[src/inc/flash_seq_cfg.svh]
// Purpose: Constants of the flash command sequencer
// Assumes: Included by its bare name
// Notes: Opcodes, field positions, reset values, timing
`ifndef FLASH_SEQ_CFG_SVH
`define FLASH_SEQ_CFG_SVH

// ----------------------------------------
// Opcodes
// ----------------------------------------
`define OP_SET_WRAP 8'h77
`define OP_PAGE_PROG 8'h02
`define OP_QUAD_PROG 8'h32
`define OP_SECT_ERASE 8'h20

// ----------------------------------------
// Field positions and bit counts
// ----------------------------------------
`define WRAP_DIS_POS 4
`define WRAP_LEN_HI 6
`define WRAP_LEN_LO 5
`define WRAP_DIS_RST 1'b1
`define WRAP_LEN_RST 2'b00
`define WRAP_MIN_BYTES 24'h000008
`define BYTE_BITS_N 5'd8
`define ADDR_BITS_N 5'd24
`define PAGE_WORDS 256
`define WALK_END 9'h100
`define SECTOR_MASK 24'hfff000

// ----------------------------------------
// Protection geometry
// ----------------------------------------
`define FLASH_BYTES 23'h200000
`define PROT_BLK 23'h010000
`define PROT_SEC 23'h001000
`define PROT_SEC_MAX 23'h008000

// ----------------------------------------
// Timing
// ----------------------------------------
`define CLK_MHZ 200
`define PROG_TIME_US 400
`define ERASE_TIME_US 45000
`define PROG_CYC (`PROG_TIME_US * `CLK_MHZ)
`define ERASE_CYC (`ERASE_TIME_US * `CLK_MHZ)

`endif

[src/inc/flash_seq_pkg.sv]
// Purpose: Types of the flash command sequencer
// Assumes: Nothing
// Notes: Constants live in flash_seq_cfg.svh
package flash_seq_pkg;

    typedef enum logic [2:0] {
        PH_OPC = 3'b000,
        PH_ADDR = 3'b001,
        PH_DATA = 3'b011,
        PH_WRAP = 3'b101,
        PH_END = 3'b111,
        PH_IGN = 3'b100
    } phase_type;

    typedef enum logic [1:0] {
        S_IDLE = 2'b00,
        S_PROG = 2'b01,
        S_WAIT = 2'b11,
        S_ERASE = 2'b10
    } seq_type;

endpackage

[src/inc/spi_samp_if.sv]
// Purpose: Sampled SPI pin events between sync and sequencer
// Assumes: One system clock
// Notes: Levels and lanes are registered in the source; edges are gated from registers
`timescale 1ns/1ps
interface spi_samp_if;
    logic cs_low;
    logic cs_rise;
    logic cs_fall;
    logic sclk_rise;
    logic [3:0] lanes;
    modport src (output cs_low, output cs_rise, output cs_fall, output sclk_rise, output lanes);
    modport dst (input cs_low, input cs_rise, input cs_fall, input sclk_rise, input lanes);
endinterface

[src/rtl/spi_flash_wrap_program_erase.sv]
// Purpose: Wrap setup, page program and sector erase command logic
// Assumes: Pins synchronised here; status inputs on the system clock
// Notes: Array writes and erases leave as pulses with address and data
`timescale 1ns/1ps
`include "flash_seq_cfg.svh"

// Contract
// - Wrap command: opcode, 24 dummy, parameter byte
// - Ignore parameter bits 7 and 3..0
// - Bit 4 zero wraps, one reads linearly
// - Bits 6..5 pick 8/16/32/64 byte section
// - Wrapping read stays in aligned section
// - Wrap setting persists until next wrap command
// - Wrap disabled after power-on
// - Quad read uses four lanes, four dummies
// - Page program: opcode, address, data, single lane
// - Page program needs write enable latch
// - Program address rolls within the page
// - Program only if select rises on byte boundary
// - Busy high during program, status still readable
// - Program end clears write enable latch
// - No program into protected page
// - Quad program needs quad enable and latch
// - Sector erase sets 4 KB to ones
// - Erase only if select rises after address
// - Busy high during erase, low after
// - Erase end clears write enable latch
// - No erase of protected sector
module spi_flash_wrap_program_erase
    import flash_seq_pkg::*;
#(
    parameter int PROG_CYC = `PROG_CYC,
    parameter int ERASE_CYC = `ERASE_CYC
) (
    input wire logic i_sys_clk,
    input wire logic i_rst_n,
    input wire logic i_sclk,
    input wire logic i_cs_n,
    input wire logic [3:0] i_quad_data_lanes,
    input wire logic i_wel_set,
    input wire logic i_quad_enable_bit,
    input wire logic [2:0] i_protect_range_bits,
    input wire logic i_protect_top_bottom_bit,
    input wire logic i_protect_granularity_bit,
    input wire logic i_protect_complement_bit,
    input wire logic [23:0] i_rd_addr,
    output logic o_busy,
    output logic o_write_enable_latch,
    output logic o_wrap_disable_bit,
    output logic [1:0] o_wrap_length_field,
    output logic [23:0] o_rd_next_addr,
    output logic o_arr_wr,
    output logic o_arr_erase,
    output logic [23:0] o_arr_addr,
    output logic [7:0] o_arr_data
);

    localparam logic [23:0] PROG_TMR = 24'(PROG_CYC - 1);
    localparam logic [23:0] ERASE_TMR = 24'(ERASE_CYC - 1);

    typedef struct packed {
        seq_type seq;
        phase_type ph;
        logic [7:0] op;
        logic [4:0] bits;
        logic [31:0] sh;
        logic [23:0] addr;
        logic [7:0] idx;
        logic byte_ok;
        logic [255:0] vld;
        logic [8:0] walk;
        logic [7:0] widx;
        logic wvld;
        logic [23:0] tmr;
        logic write_enable_latch;
        logic wdis;
        logic [1:0] wlen;
        logic [23:0] nxt_rd;
        logic arr_wr;
        logic arr_er;
        logic [23:0] arr_addr;
        logic [7:0] arr_data;
    } st_type;

    st_type st_r;
    st_type st_nxt;

    spi_samp_if samp ();

    logic busy;
    logic hit_now;
    logic prog_go;
    logic erase_go;
    logic quad;
    logic wrap_load;
    logic data_done;
    logic [31:0] sh_new;
    logic [4:0] bits_new;
    logic buf_we;
    logic [7:0] buf_waddr;
    logic [7:0] buf_wdata;
    logic [7:0] buf_raddr;
    logic [7:0] buf_rdata;

    // ----------------------------------------
    // Decode helpers
    // ----------------------------------------
    function automatic logic prot_hit(input logic [23:0] a, input logic [2:0] bp, input logic tb,
                                      input logic sec, input logic cmp);
        logic [22:0] size;
        logic [22:0] off;
        logic hit;
        off = {2'b00, a[20:0]};
        if (bp == 3'd0) begin
            size = 23'h000000;
        end else if (sec) begin
            size = (bp >= 3'd4) ? `PROT_SEC_MAX : (`PROT_SEC << (bp - 3'd1));
        end else begin
            size = (bp >= 3'd6) ? `FLASH_BYTES : (`PROT_BLK << (bp - 3'd1));
        end
        hit = tb ? (off < size) : ((size != 23'h000000) && (off >= (`FLASH_BYTES - size)));
        return hit ^ cmp;
    endfunction

    function automatic logic [23:0] wrap_next(input logic [23:0] a, input logic dis, input logic [1:0] len);
        logic [23:0] m;
        logic [23:0] inc;
        m = (`WRAP_MIN_BYTES << len) - 24'h000001;
        inc = a + 24'h000001;
        return dis ? inc : ((a & ~m) | (inc & m));
    endfunction

    function automatic logic known_op(input logic [7:0] op);
        return (op == `OP_SET_WRAP) || (op == `OP_PAGE_PROG) || (op == `OP_QUAD_PROG) || (op == `OP_SECT_ERASE);
    endfunction

    // ----------------------------------------
    // Pins and page buffer
    // ----------------------------------------
    spi_pin_sync u_sync (
        .i_sys_clk(i_sys_clk),
        .i_rst_n(i_rst_n),
        .i_sclk(i_sclk),
        .i_cs_n(i_cs_n),
        .i_lanes(i_quad_data_lanes),
        .o_samp(samp.src)
    );

    page_buf u_buf (
        .i_sys_clk(i_sys_clk),
        .i_we(buf_we),
        .i_waddr(buf_waddr),
        .i_wdata(buf_wdata),
        .i_raddr(buf_raddr),
        .o_rdata(buf_rdata)
    );

    // ----------------------------------------
    // Acceptance at select rise
    // ----------------------------------------
    assign busy = (st_r.seq != S_IDLE);
    assign hit_now = prot_hit(st_r.addr, i_protect_range_bits, i_protect_top_bottom_bit,
                              i_protect_granularity_bit, i_protect_complement_bit);
    assign prog_go = samp.cs_rise && !busy && st_r.write_enable_latch && !hit_now && (st_r.ph == PH_DATA) && st_r.byte_ok
        && ((st_r.op == `OP_PAGE_PROG) || ((st_r.op == `OP_QUAD_PROG) && i_quad_enable_bit));
    assign erase_go = samp.cs_rise && !busy && st_r.write_enable_latch && !hit_now && (st_r.ph == PH_END)
        && st_r.byte_ok && (st_r.op == `OP_SECT_ERASE);

    // ----------------------------------------
    // Next state
    // ----------------------------------------
    always_comb begin
        st_nxt = st_r;
        buf_we = 1'b0;
        buf_waddr = st_r.idx;
        buf_wdata = 8'h00;
        buf_raddr = st_r.walk[7:0];
        wrap_load = 1'b0;
        data_done = 1'b0;
        st_nxt.arr_wr = 1'b0;
        st_nxt.arr_er = 1'b0;
        quad = (st_r.ph != PH_OPC) && ((st_r.op == `OP_QUAD_PROG) || (st_r.op == `OP_SET_WRAP));
        sh_new = quad ? {st_r.sh[27:0], samp.lanes} : {st_r.sh[30:0], samp.lanes[0]};
        bits_new = st_r.bits + (quad ? 5'd4 : 5'd1);
        if (samp.cs_fall) begin
            st_nxt.ph = busy ? PH_IGN : PH_OPC;
            st_nxt.bits = 5'd0;
            st_nxt.byte_ok = 1'b0;
        end else if (samp.sclk_rise && samp.cs_low && !busy) begin
            st_nxt.sh = sh_new;
            st_nxt.bits = bits_new;
            unique case (st_r.ph)
                PH_OPC: begin
                    if (bits_new == `BYTE_BITS_N) begin
                        st_nxt.op = sh_new[7:0];
                        st_nxt.bits = 5'd0;
                        st_nxt.ph = known_op(sh_new[7:0]) ? PH_ADDR : PH_IGN;
                        st_nxt.vld = '0;
                    end
                end
                PH_ADDR: begin
                    if (bits_new == `ADDR_BITS_N) begin
                        st_nxt.addr = sh_new[23:0];
                        st_nxt.idx = sh_new[7:0];
                        st_nxt.bits = 5'd0;
                        st_nxt.byte_ok = (st_r.op == `OP_SECT_ERASE);
                        if (st_r.op == `OP_SECT_ERASE) begin
                            st_nxt.ph = PH_END;
                        end else if (st_r.op == `OP_SET_WRAP) begin
                            st_nxt.ph = PH_WRAP;
                        end else begin
                            st_nxt.ph = PH_DATA;
                        end
                    end
                end
                PH_WRAP: begin
                    if (bits_new == `BYTE_BITS_N) begin
                        wrap_load = 1'b1;
                        st_nxt.wdis = sh_new[`WRAP_DIS_POS];
                        st_nxt.wlen = sh_new[`WRAP_LEN_HI:`WRAP_LEN_LO];
                        st_nxt.ph = PH_END;
                        st_nxt.byte_ok = 1'b1;
                    end
                end
                PH_DATA: begin
                    st_nxt.byte_ok = 1'b0;
                    if (bits_new == `BYTE_BITS_N) begin
                        data_done = 1'b1;
                        buf_we = 1'b1;
                        buf_wdata = sh_new[7:0];
                        st_nxt.vld[st_r.idx] = 1'b1;
                        st_nxt.idx = st_r.idx + 8'h01;
                        st_nxt.bits = 5'd0;
                        st_nxt.byte_ok = 1'b1;
                    end
                end
                PH_END: begin
                    st_nxt.ph = PH_IGN;
                    st_nxt.byte_ok = 1'b0;
                end
                PH_IGN: begin
                    st_nxt.bits = 5'd0;
                end
            endcase
        end
        if (samp.cs_rise) begin
            st_nxt.ph = PH_IGN;
            st_nxt.byte_ok = 1'b0;
        end
        unique case (st_r.seq)
            S_IDLE: begin
                st_nxt.walk = 9'h000;
                st_nxt.wvld = 1'b0;
                if (prog_go) begin
                    st_nxt.seq = S_PROG;
                end else if (erase_go) begin
                    st_nxt.seq = S_ERASE;
                    st_nxt.arr_er = 1'b1;
                    st_nxt.arr_addr = st_r.addr & `SECTOR_MASK;
                end
            end
            S_PROG: begin
                st_nxt.arr_wr = st_r.wvld;
                st_nxt.arr_data = buf_rdata;
                st_nxt.arr_addr = {st_r.addr[23:8], st_r.widx};
                st_nxt.widx = st_r.walk[7:0];
                st_nxt.wvld = (st_r.walk != `WALK_END) && st_r.vld[st_r.walk[7:0]];
                st_nxt.walk = st_r.walk + 9'h001;
                if (st_r.walk == `WALK_END) begin
                    st_nxt.seq = S_WAIT;
                    st_nxt.tmr = PROG_TMR;
                end
            end
            S_ERASE: begin
                st_nxt.seq = S_WAIT;
                st_nxt.tmr = ERASE_TMR;
            end
            S_WAIT: begin
                if (st_r.tmr == 24'h000000) begin
                    st_nxt.seq = S_IDLE;
                    st_nxt.write_enable_latch = 1'b0;
                end else begin
                    st_nxt.tmr = st_r.tmr - 24'h000001;
                end
            end
        endcase
        if (i_wel_set && (!busy || (st_nxt.seq == S_IDLE))) begin
            st_nxt.write_enable_latch = 1'b1;
        end
        st_nxt.nxt_rd = wrap_next(i_rd_addr, st_r.wdis, st_r.wlen);
    end

    always_ff @(posedge i_sys_clk or negedge i_rst_n) begin
        if (!i_rst_n) begin
            st_r <= '0;
            st_r.seq <= S_IDLE;
            st_r.ph <= PH_IGN;
            st_r.wdis <= `WRAP_DIS_RST;
            st_r.wlen <= `WRAP_LEN_RST;
        end else begin
            st_r <= st_nxt;
        end
    end

    // ----------------------------------------
    // Outputs
    // ----------------------------------------
    assign o_busy = busy;
    assign o_write_enable_latch = st_r.write_enable_latch;
    assign o_wrap_disable_bit = st_r.wdis;
    assign o_wrap_length_field = st_r.wlen;
    assign o_rd_next_addr = st_r.nxt_rd;
    assign o_arr_wr = st_r.arr_wr;
    assign o_arr_erase = st_r.arr_er;
    assign o_arr_addr = st_r.arr_addr;
    assign o_arr_data = st_r.arr_data;
endmodule // spi_flash_wrap_program_erase

[src/rtl/spi_pin_sync.sv]
// Purpose: Synchronise SPI pins and find clock and select edges
// Assumes: Serial clock far slower than system clock
// Notes: Lanes are delayed like the clock so samples align
`timescale 1ns/1ps
module spi_pin_sync (
    input wire logic i_sys_clk,
    input wire logic i_rst_n,
    input wire logic i_sclk,
    input wire logic i_cs_n,
    input wire logic [3:0] i_lanes,
    spi_samp_if.src o_samp
);

    typedef struct packed {
        logic [5:0] s1;
        logic [5:0] s2;
        logic cs_q;
        logic sclk_q;
    } sync_type;

    sync_type st_r;
    sync_type st_nxt;

    // ----------------------------------------
    // Two-stage sync and edge history
    // ----------------------------------------
    always_comb begin
        st_nxt = st_r;
        st_nxt.s1 = {i_cs_n, i_sclk, i_lanes};
        st_nxt.s2 = st_r.s1;
        st_nxt.cs_q = st_r.s2[5];
        st_nxt.sclk_q = st_r.s2[4];
    end

    always_ff @(posedge i_sys_clk or negedge i_rst_n) begin
        if (!i_rst_n) begin
            st_r <= '{s1: 6'h20, s2: 6'h20, cs_q: 1'b1, sclk_q: 1'b0};
        end else begin
            st_r <= st_nxt;
        end
    end

    assign o_samp.cs_low = ~st_r.s2[5];
    assign o_samp.cs_rise = st_r.s2[5] & ~st_r.cs_q;
    assign o_samp.cs_fall = ~st_r.s2[5] & st_r.cs_q;
    assign o_samp.sclk_rise = st_r.s2[4] & ~st_r.sclk_q;
    assign o_samp.lanes = st_r.s2[3:0];

endmodule // spi_pin_sync

[src/rtl/page_buf.sv]
// Purpose: One-page data buffer for program commands
// Assumes: Single clock, one write and one read port
// Notes: Read data come out of a register, one cycle late
`timescale 1ns/1ps
`include "flash_seq_cfg.svh"
module page_buf (
    input wire logic i_sys_clk,
    input wire logic i_we,
    input wire logic [7:0] i_waddr,
    input wire logic [7:0] i_wdata,
    input wire logic [7:0] i_raddr,
    output logic [7:0] o_rdata
);

    logic [7:0] mem [0:`PAGE_WORDS-1];

    // ----------------------------------------
    // Storage
    // ----------------------------------------
    always_ff @(posedge i_sys_clk) begin
        if (i_we) begin
            mem[i_waddr] <= i_wdata;
        end
        o_rdata <= mem[i_raddr];
    end

endmodule // page_buf

[config.mk]
export PLATFORM = sky130hd
export DESIGN_NAME = spi_flash_wrap_program_erase
export DESIGN_NICKNAME = d
export VERILOG_FILES = /design/src/inc/flash_seq_pkg.sv /design/src/inc/spi_samp_if.sv /design/src/rtl/spi_flash_wrap_program_erase.sv /design/src/rtl/spi_pin_sync.sv /design/src/rtl/page_buf.sv
export VERILOG_INCLUDE_DIRS = /design/src /design/src/inc
export SDC_FILE = /design/constraint.sdc
export NUM_CORES = 2
export LEC_CHECK = 0
export BUFFER_PORTS_ARGS = -buffer_cell sky130_fd_sc_hd__buf_2
export CAP_MARGIN = 10
export CORE_MARGIN = 5
export CORE_UTILIZATION = 50
export CTS_CLUSTER_DIAMETER = 40
export DETAILED_ROUTE_END_ITERATION = 8
export MAX_ROUTING_LAYER = met4
export PLACE_DENSITY = 0.78
export SLEW_MARGIN = 30
export SYNTH_ARGS = -nofsm -noshare
export SYNTH_HDL_FRONTEND = slang
export SYNTH_SLANG_ARGS = --single-unit
[constraint.sdc]
create_clock -name i_sys_clk -period 9.7 [get_ports i_sys_clk]
set_input_delay 0.97 -clock i_sys_clk [delete_from_list [all_inputs] [get_ports i_sys_clk]]
set_output_delay 0.97 -clock i_sys_clk [all_outputs]
set_load 0.05 [all_outputs]
# After elaboration in Yosys (flattened, before gate mapping)
# Memories as Yosys holds them, arrays and structs flattened. A register that Yosys moved wholly into a read port is not among the register bits.
# Cells that the tools add are included.
# word_totals
out_inout_bits,63
in_bits,40
memories,1
ram_bits,2048
wordCells,207
latch_bits,0
reg_bits,457
romBits,0
# memory_table
memory,words,word_bits,read_ports,rd_ports_with_merged_regs,wr,line_no,rtl
u_buf.mem,256,8,1,1,1,page_buf.sv:15,logic [7:0] mem [0:`PAGE_WORDS-1];
# op_classes
bitwise_logic,13
magnitude_cmp,7
n_mux,66
n_shift,3
reduce_logical,54
n_eq_ne,30
mul,0
n_addsub,8
n_div,0
# ops
cell,count
case mux 256 bit (2 select lines),1
two-way mux 337 bit,1
two-way mux 265 bit,1
two-way mux 256 bit,1
bitwise OR 256 bit,1
two-way mux 24 bit,4
two-way mux 23 bit,4
case mux 24 bit (3 select lines),1
two-way mux 25 bit,2
AND 24 bit,2
case mux 24 bit (2 select lines),1
subtractor 24 x 1 -> 24 bit (second input constant),2
two-way mux 8 bit,5
two-way mux 33 bit,1
equality test 8 x 6 -> 1 bit (second input constant),4
two-way mux 32 bit,1
two-way mux 3 bit,9
adder 24 x 1 -> 24 bit (second input constant),1
zero test 24 bit,1
NOT 24 bit,1
bitwise OR 24 bit,1
left shift 4 x 2 -> 24 bit (first input constant),1
>= comparator 21 x 23 -> 1 bit,1
less-than comparator 21 x 23 -> 1 bit,1
53 further kinds,133

# Longest topological paths before layout
# depth
depth_word,23
ltp_mapped,22
mapped_depth_nobuf,17

# Hierarchy
# From an unflattened synthesis, not the netlist that was laid out.
# unflattened
hier_cells,5829
hier_area_um2,100843.0
# modules_own_cells
module,area_each_um2,cells_each,instances,seq_area_each_um2
page_buf,79556.3,3733,1,61659.1
spi_flash_wrap_program_erase,20877.5,2074,1,10862.9
spi_pin_sync,409.1,22,1,354.1

# Least setup slack after synthesis
# No wires, ideal clock.
# synth_timing
path_kind,flip-flop to flip-flop
startpoint,register st_r[440] (netlist bit)
endpoint,memory u_buf.mem[0][2] (data pin)
path_buffers,3
period_less_slack_ns,10.430
required_time_ns,8.307
setup_slack_ns,-0.730
t_arrival_ns,9.037
setup_ns,1.393
stages_incl_launch_ff,15
path_cell_list,dfstp_2 -> buf_1 -> nor3_1 -> nor3_1 -> inv_1 -> ha_1 -> ha_1 -> a21o_1 -> and3_1 -> clkbuf_2 -> or4_4 -> buf_6 -> nor2_1 -> nand2_1 -> nor2_1
# synth_between
elab_chain_len,9
elab_cells_between_ends,11
cone_classes,add/sub (1); eq/ne (2); mux (6); reduce/logical (2)
# synth_rtl
item,line_no,rtl
"start, declared",spi_flash_wrap_program_erase.sv:85,st_type st_r;
"start signal, assigned",spi_flash_wrap_program_erase.sv:301,st_r <= st_nxt;
nonzero test 3 bit,spi_flash_wrap_program_erase.sv:182,quad = (st_r.ph != PH_OPC) && ((st_r.op == `OP_QUAD_PROG) || (st_r.op == `OP_SET_WRAP));
logical AND 1 bit,spi_flash_wrap_program_erase.sv:182,
two-way mux 3 bit,spi_flash_wrap_program_erase.sv:184,bits_new = st_r.bits + (quad ? 5'd4 : 5'd1);
adder 5 x 3 -> 5 bit,spi_flash_wrap_program_erase.sv:184,
equality test 5 x 4 -> 1 bit (no source line),-,
two-way mux 8 bit,spi_flash_wrap_program_erase.sv:227,if (bits_new == `BYTE_BITS_N) begin
two-way mux 8 bit *,spi_flash_wrap_program_erase.sv:192,unique case (st_r.ph)
two-way mux 8 bit *,spi_flash_wrap_program_erase.sv:189,end else if (samp.sclk_rise && samp.cs_low && !busy) begin
two-way mux 8 bit *,spi_flash_wrap_program_erase.sv:185,if (samp.cs_fall) begin
named net buf_wdata[2],spi_flash_wrap_program_erase.sv:101,logic [7:0] buf_wdata;
"end, declared",page_buf.sv:15,
# Mark *: on every way through the listed nets, which the timed path passes. The rest lies on a longest branch.

# Final worst setup path
# layout_timing
startpoint,register st_r[430] (netlist bit)
endpoint,memory u_buf.mem[80][5] (data pin)
# layout_between
elab_chain_len,10
elab_cells_between_ends,12
cone_classes,add/sub (1); eq/ne (3); mux (6); reduce/logical (2)
# layout_rtl
item,line_no
equality test 8 x 6 -> 1 bit (no source line) or equality test 8 x 7 -> 1 bit (tied branches),-
logical OR 1 bit *,spi_flash_wrap_program_erase.sv:182
logical AND 1 bit *,spi_flash_wrap_program_erase.sv:182
two-way mux 3 bit,spi_flash_wrap_program_erase.sv:184
adder 5 x 3 -> 5 bit,spi_flash_wrap_program_erase.sv:184
equality test 5 x 4 -> 1 bit (no source line),-
two-way mux 8 bit *,spi_flash_wrap_program_erase.sv:227
two-way mux 8 bit *,spi_flash_wrap_program_erase.sv:192
two-way mux 8 bit *,spi_flash_wrap_program_erase.sv:189
two-way mux 8 bit *,spi_flash_wrap_program_erase.sv:185
named net buf_wdata[5],spi_flash_wrap_program_erase.sv:101
# Marked as above.

==> flow_summary_export.csv <==
group,metric,value,unit
run_status,outcome,"finished, final reports clean",
sta,worstMarginPinSlew,1.04,ns
clock_network,path_clk_slew,0.06,ns
placement,port_buffers,102,
finish,nNetsFinal,5419,
floorplanning,die-area,0.209,sq mm
yosys,ys_seq_area_share,72.8,%
clock_network,cts_root_buffer,"clkbuf_16",
sta,skew,0.0712,ns
sta,period_share,59.2,%
routing,drtIter0Drc,7953,
routing,dr.pass1.iters,5,
floorplanning,io_pins,103,
sta,hold_viol_final,0,
sta,slew_headroom,30.3,%
critical_path,criticalPathCategory,"flip-flop to flip-flop",
global_route,grt_pass1_wl,379,mm
yosys,async_flop_share,17.9,%
yosys,ys_top_cells_by_area,"edfxtp_1 61%, mux4_2 15%, dfrtp_1 11%, o21a_1 2.0%, mux2i_1 1.2%",
finish,nFillCells,14000,
flow_run,drv_cap,0,
clock_network,cts_tree,"yes",
critical_path,critPathTopFamily,"simple AND/OR/NAND/NOR gates",
floorplanning,die_h,457,um
routing,wl_per_cell,31.3,um
routing,antenna_left,0,
critical_path,required,10.32,ns
placement,dp_hpwl,145,mm
critical_path,critPathCaptureType,"flip-flop",
floorplanning,std_cell_rows,164,
yosys,yosysTopAreaCell,"edfxtp_1",
critical_path,timing.rr.start,"st_r[430]",
placement,place_area,0.103,sq mm
yosys,syn_area_per_cell,19.2,sq um
yosys,synth_area,0.100,sq mm
routing,drc,0,
finish,fin_area,0.113,sq mm
clock_network,cts.htree.levels,5,
critical_path,startpoint,"st_r[430]",
clock_network,ctsResizeCount,0,
critical_path,critical_path_buf_inv_count,4,
yosys,synth_seq_cells,2504,
min_path,hp-class,"primary input to flip-flop",
global_route,grt_antenna_before_repair,15,
sta,slew_violations,0,
sta,setup_viol,0,
floorplanning,dieWidth,457,um
yosys,yosysWarnings,0,
critical_path,cp_max_fo,136,
sta,rsz0062_at_grt,"no",
sta,fin_tns_setup,0,ns
finish,layout_commonest_cell,"edfxtp_1",
global_route,grt_remaining_overflow,0,
sta,post-route-min-period,5.74,ns
clock_network,cts_sinks,2504,
yosys,synth_cells,5205,
pwr,leakagePower,32.0,nW
floorplanning,start_util,50.2,%
critical_path,cp_cell_sequence,"nor3_1 > nor2_1 > nor3_1 > inv_1 > ha_1 > ha_1 > xor2_1 > or3_1 > or4_4 > nor2_1 > nand2_1 > nor2_4 > buf_4 > buf_12 > buf_16",
yosys,synth_flop_cell,"edfxtp_1",
routing,vias_per_cell,6.58,
sta,fmax,0.174,GHz
yosys,synthesis.nets,5277,
finish,drive_above_1_share,26.9,%
clock_network,postCtsSetupRepairBufs,0,
clock_network,hold_buffers,0,
pwr,peakVddDrop,0.000129,V
placement,dp.cells,7695,
global_route,grtUsageTotal,25.2,%
pwr,powerDensity,201,mW/mm^2
global_route,grt_max_degree,236,
yosys,synth.distinct_cells,78,
min_path,min-delay-start,"i_cs_n",
critical_path,critPathMaxStageDelay,0.62,ns
floorplanning,coreArea,0.199,sq mm
finish,layout.cells.non_filler,8241,
critical_path,cp_slowest_cell,"buf_4",
clock_network,cts_inserted_buffers,300,
clock_network,clock_path_buffers,4,
global_route,grt_pass1_vias,54200,
critical_path,cp.arrival,6.36,ns
sta,whs,0.183,ns
routing,routed_wirelength,258,mm
yosys,synth_edf_count,2048,
routing,vias,54200,
clock_network,clk_latency,0.95,ns
pwr,power.total,0.0228,W
finish,syn2layout_area_growth,13.2,%
yosys,synth_top_area_share,61.5,%
finish,mostFrequentLayoutCells,"2048 x edfxtp_1, 661 x mux4_2, 438 x dfrtp_1",
placement,place.gp.congestion,0.878,
critical_path,cp-start-kind,"flip-flop",
-- per-layer routing --
metal,up-vias,track usage [%],part of all wire [%]
met2,3913,37.5,47
met1,28300,32.9,36
met5,-,-,0
li1,21300,-,-
met4,0,11.8,5.1
met3,700,6.70,12
-- synth_stat cells, types with 28 or more instances --
| library cell | n |
|---|---|
| edfxtp_1 | 2048 |
| mux4_2 | 661 |
| dfrtp_1 | 443 |
| nor2_1 | 303 |
| o21a_1 | 260 |
| clkbuf_1 | 183 |
| nand2_1 | 182 |
| mux2i_1 | 124 |
| o21ai_0 | 114 |
| a21oi_1 | 91 |
| buf_2 | 73 |
| nor2_2 | 73 |
| buf_4 | 65 |
| nand3_1 | 51 |
| o22ai_1 | 37 |
| buf_1 | 32 |
| ha_1 | 32 |
| nor3_1 | 28 |
-- per-stage QoR --
stage	utilization (%)	setup slack, ns
2_1_floorplan	-	-0.730
3_3_place_gp	51.7	3.88
3_5_place_dp	51.8	3.82
4_1_cts	56.7	3.75
5_1_grt	56.8	3.65
6_report	56.8	3.96
-- power by group --
group | switching, W | leakage, nW | internal, W
clock | 0.00453 | 4.74 | 0.00655
sequential | 0.0000165 | 20.3 | 0.0115
combinational | 0.000127 | 6.99 | 0.0000422
total | 0.00467 | 32.0 | 0.0181
-- area by class of cell --
type / count / area (sq um) / area share (%)
Clock buffer: 365 / 8030 / 7.09
Antenna cell: 10 / 25.0 / 0.0221
Clock inverter: 165 / 1730 / 1.52
Inverter: 32 / 126 / 0.112
Tap cell: 2656 / 3320 / 2.93
Multi-Input combinational cell: 2306 / 25500 / 22.5
Timing Repair Buffer: 203 / 1680 / 1.48
Sequential cell: 2504 / 72900 / 64.4
-- sequential cells by signal (all words and copies together) (netlist names) --
name and count:
o_arr_wr 1, u_sync.st_nxt 8, u_sync.o_samp.lanes 4, o_arr_erase 1, st_r 356, u_sync.st_r 2
buf_waddr 8, o_wrap_disable_bit 1, o_write_enable_latch 1, u_buf.o_rdata 8, buf_raddr 8, o_arr_addr 24
o_rd_next_addr 24, u_buf.mem 2048, o_arr_data 8, o_wrap_length_field 2
-- final timing paths --
path | endpoint | cells after the start | slack (ns)
worst max register to register | u_buf.mem[80][5] | 15 | 3.96
worst min-delay path | u_sync.st_nxt[7] | 1 | 0.18
min in group asynchronous | st_r[308] | 2 | 0.50
worst max-delay path | u_buf.mem[80][5] | 15 | 3.96
max in group asynchronous | st_r[359] | 4 | 7.25
worst min register to register | u_sync.st_nxt[1] | 0 | 0.35
-- cell families after synthesis --
family	count (synthesis)	share of synthesized area, %
adder cells (fa/ha/maj)	32	0.400
AO/OA/AOI/OAI	650	4.44
AND/OR/NAND/NOR	787	3.83
flip-flops	2504	72.8
multiplexers	808	16.4
XOR/XNOR	29	0.254
buffers and inverters	395	1.88
Power figures use the tool's default switching activity.
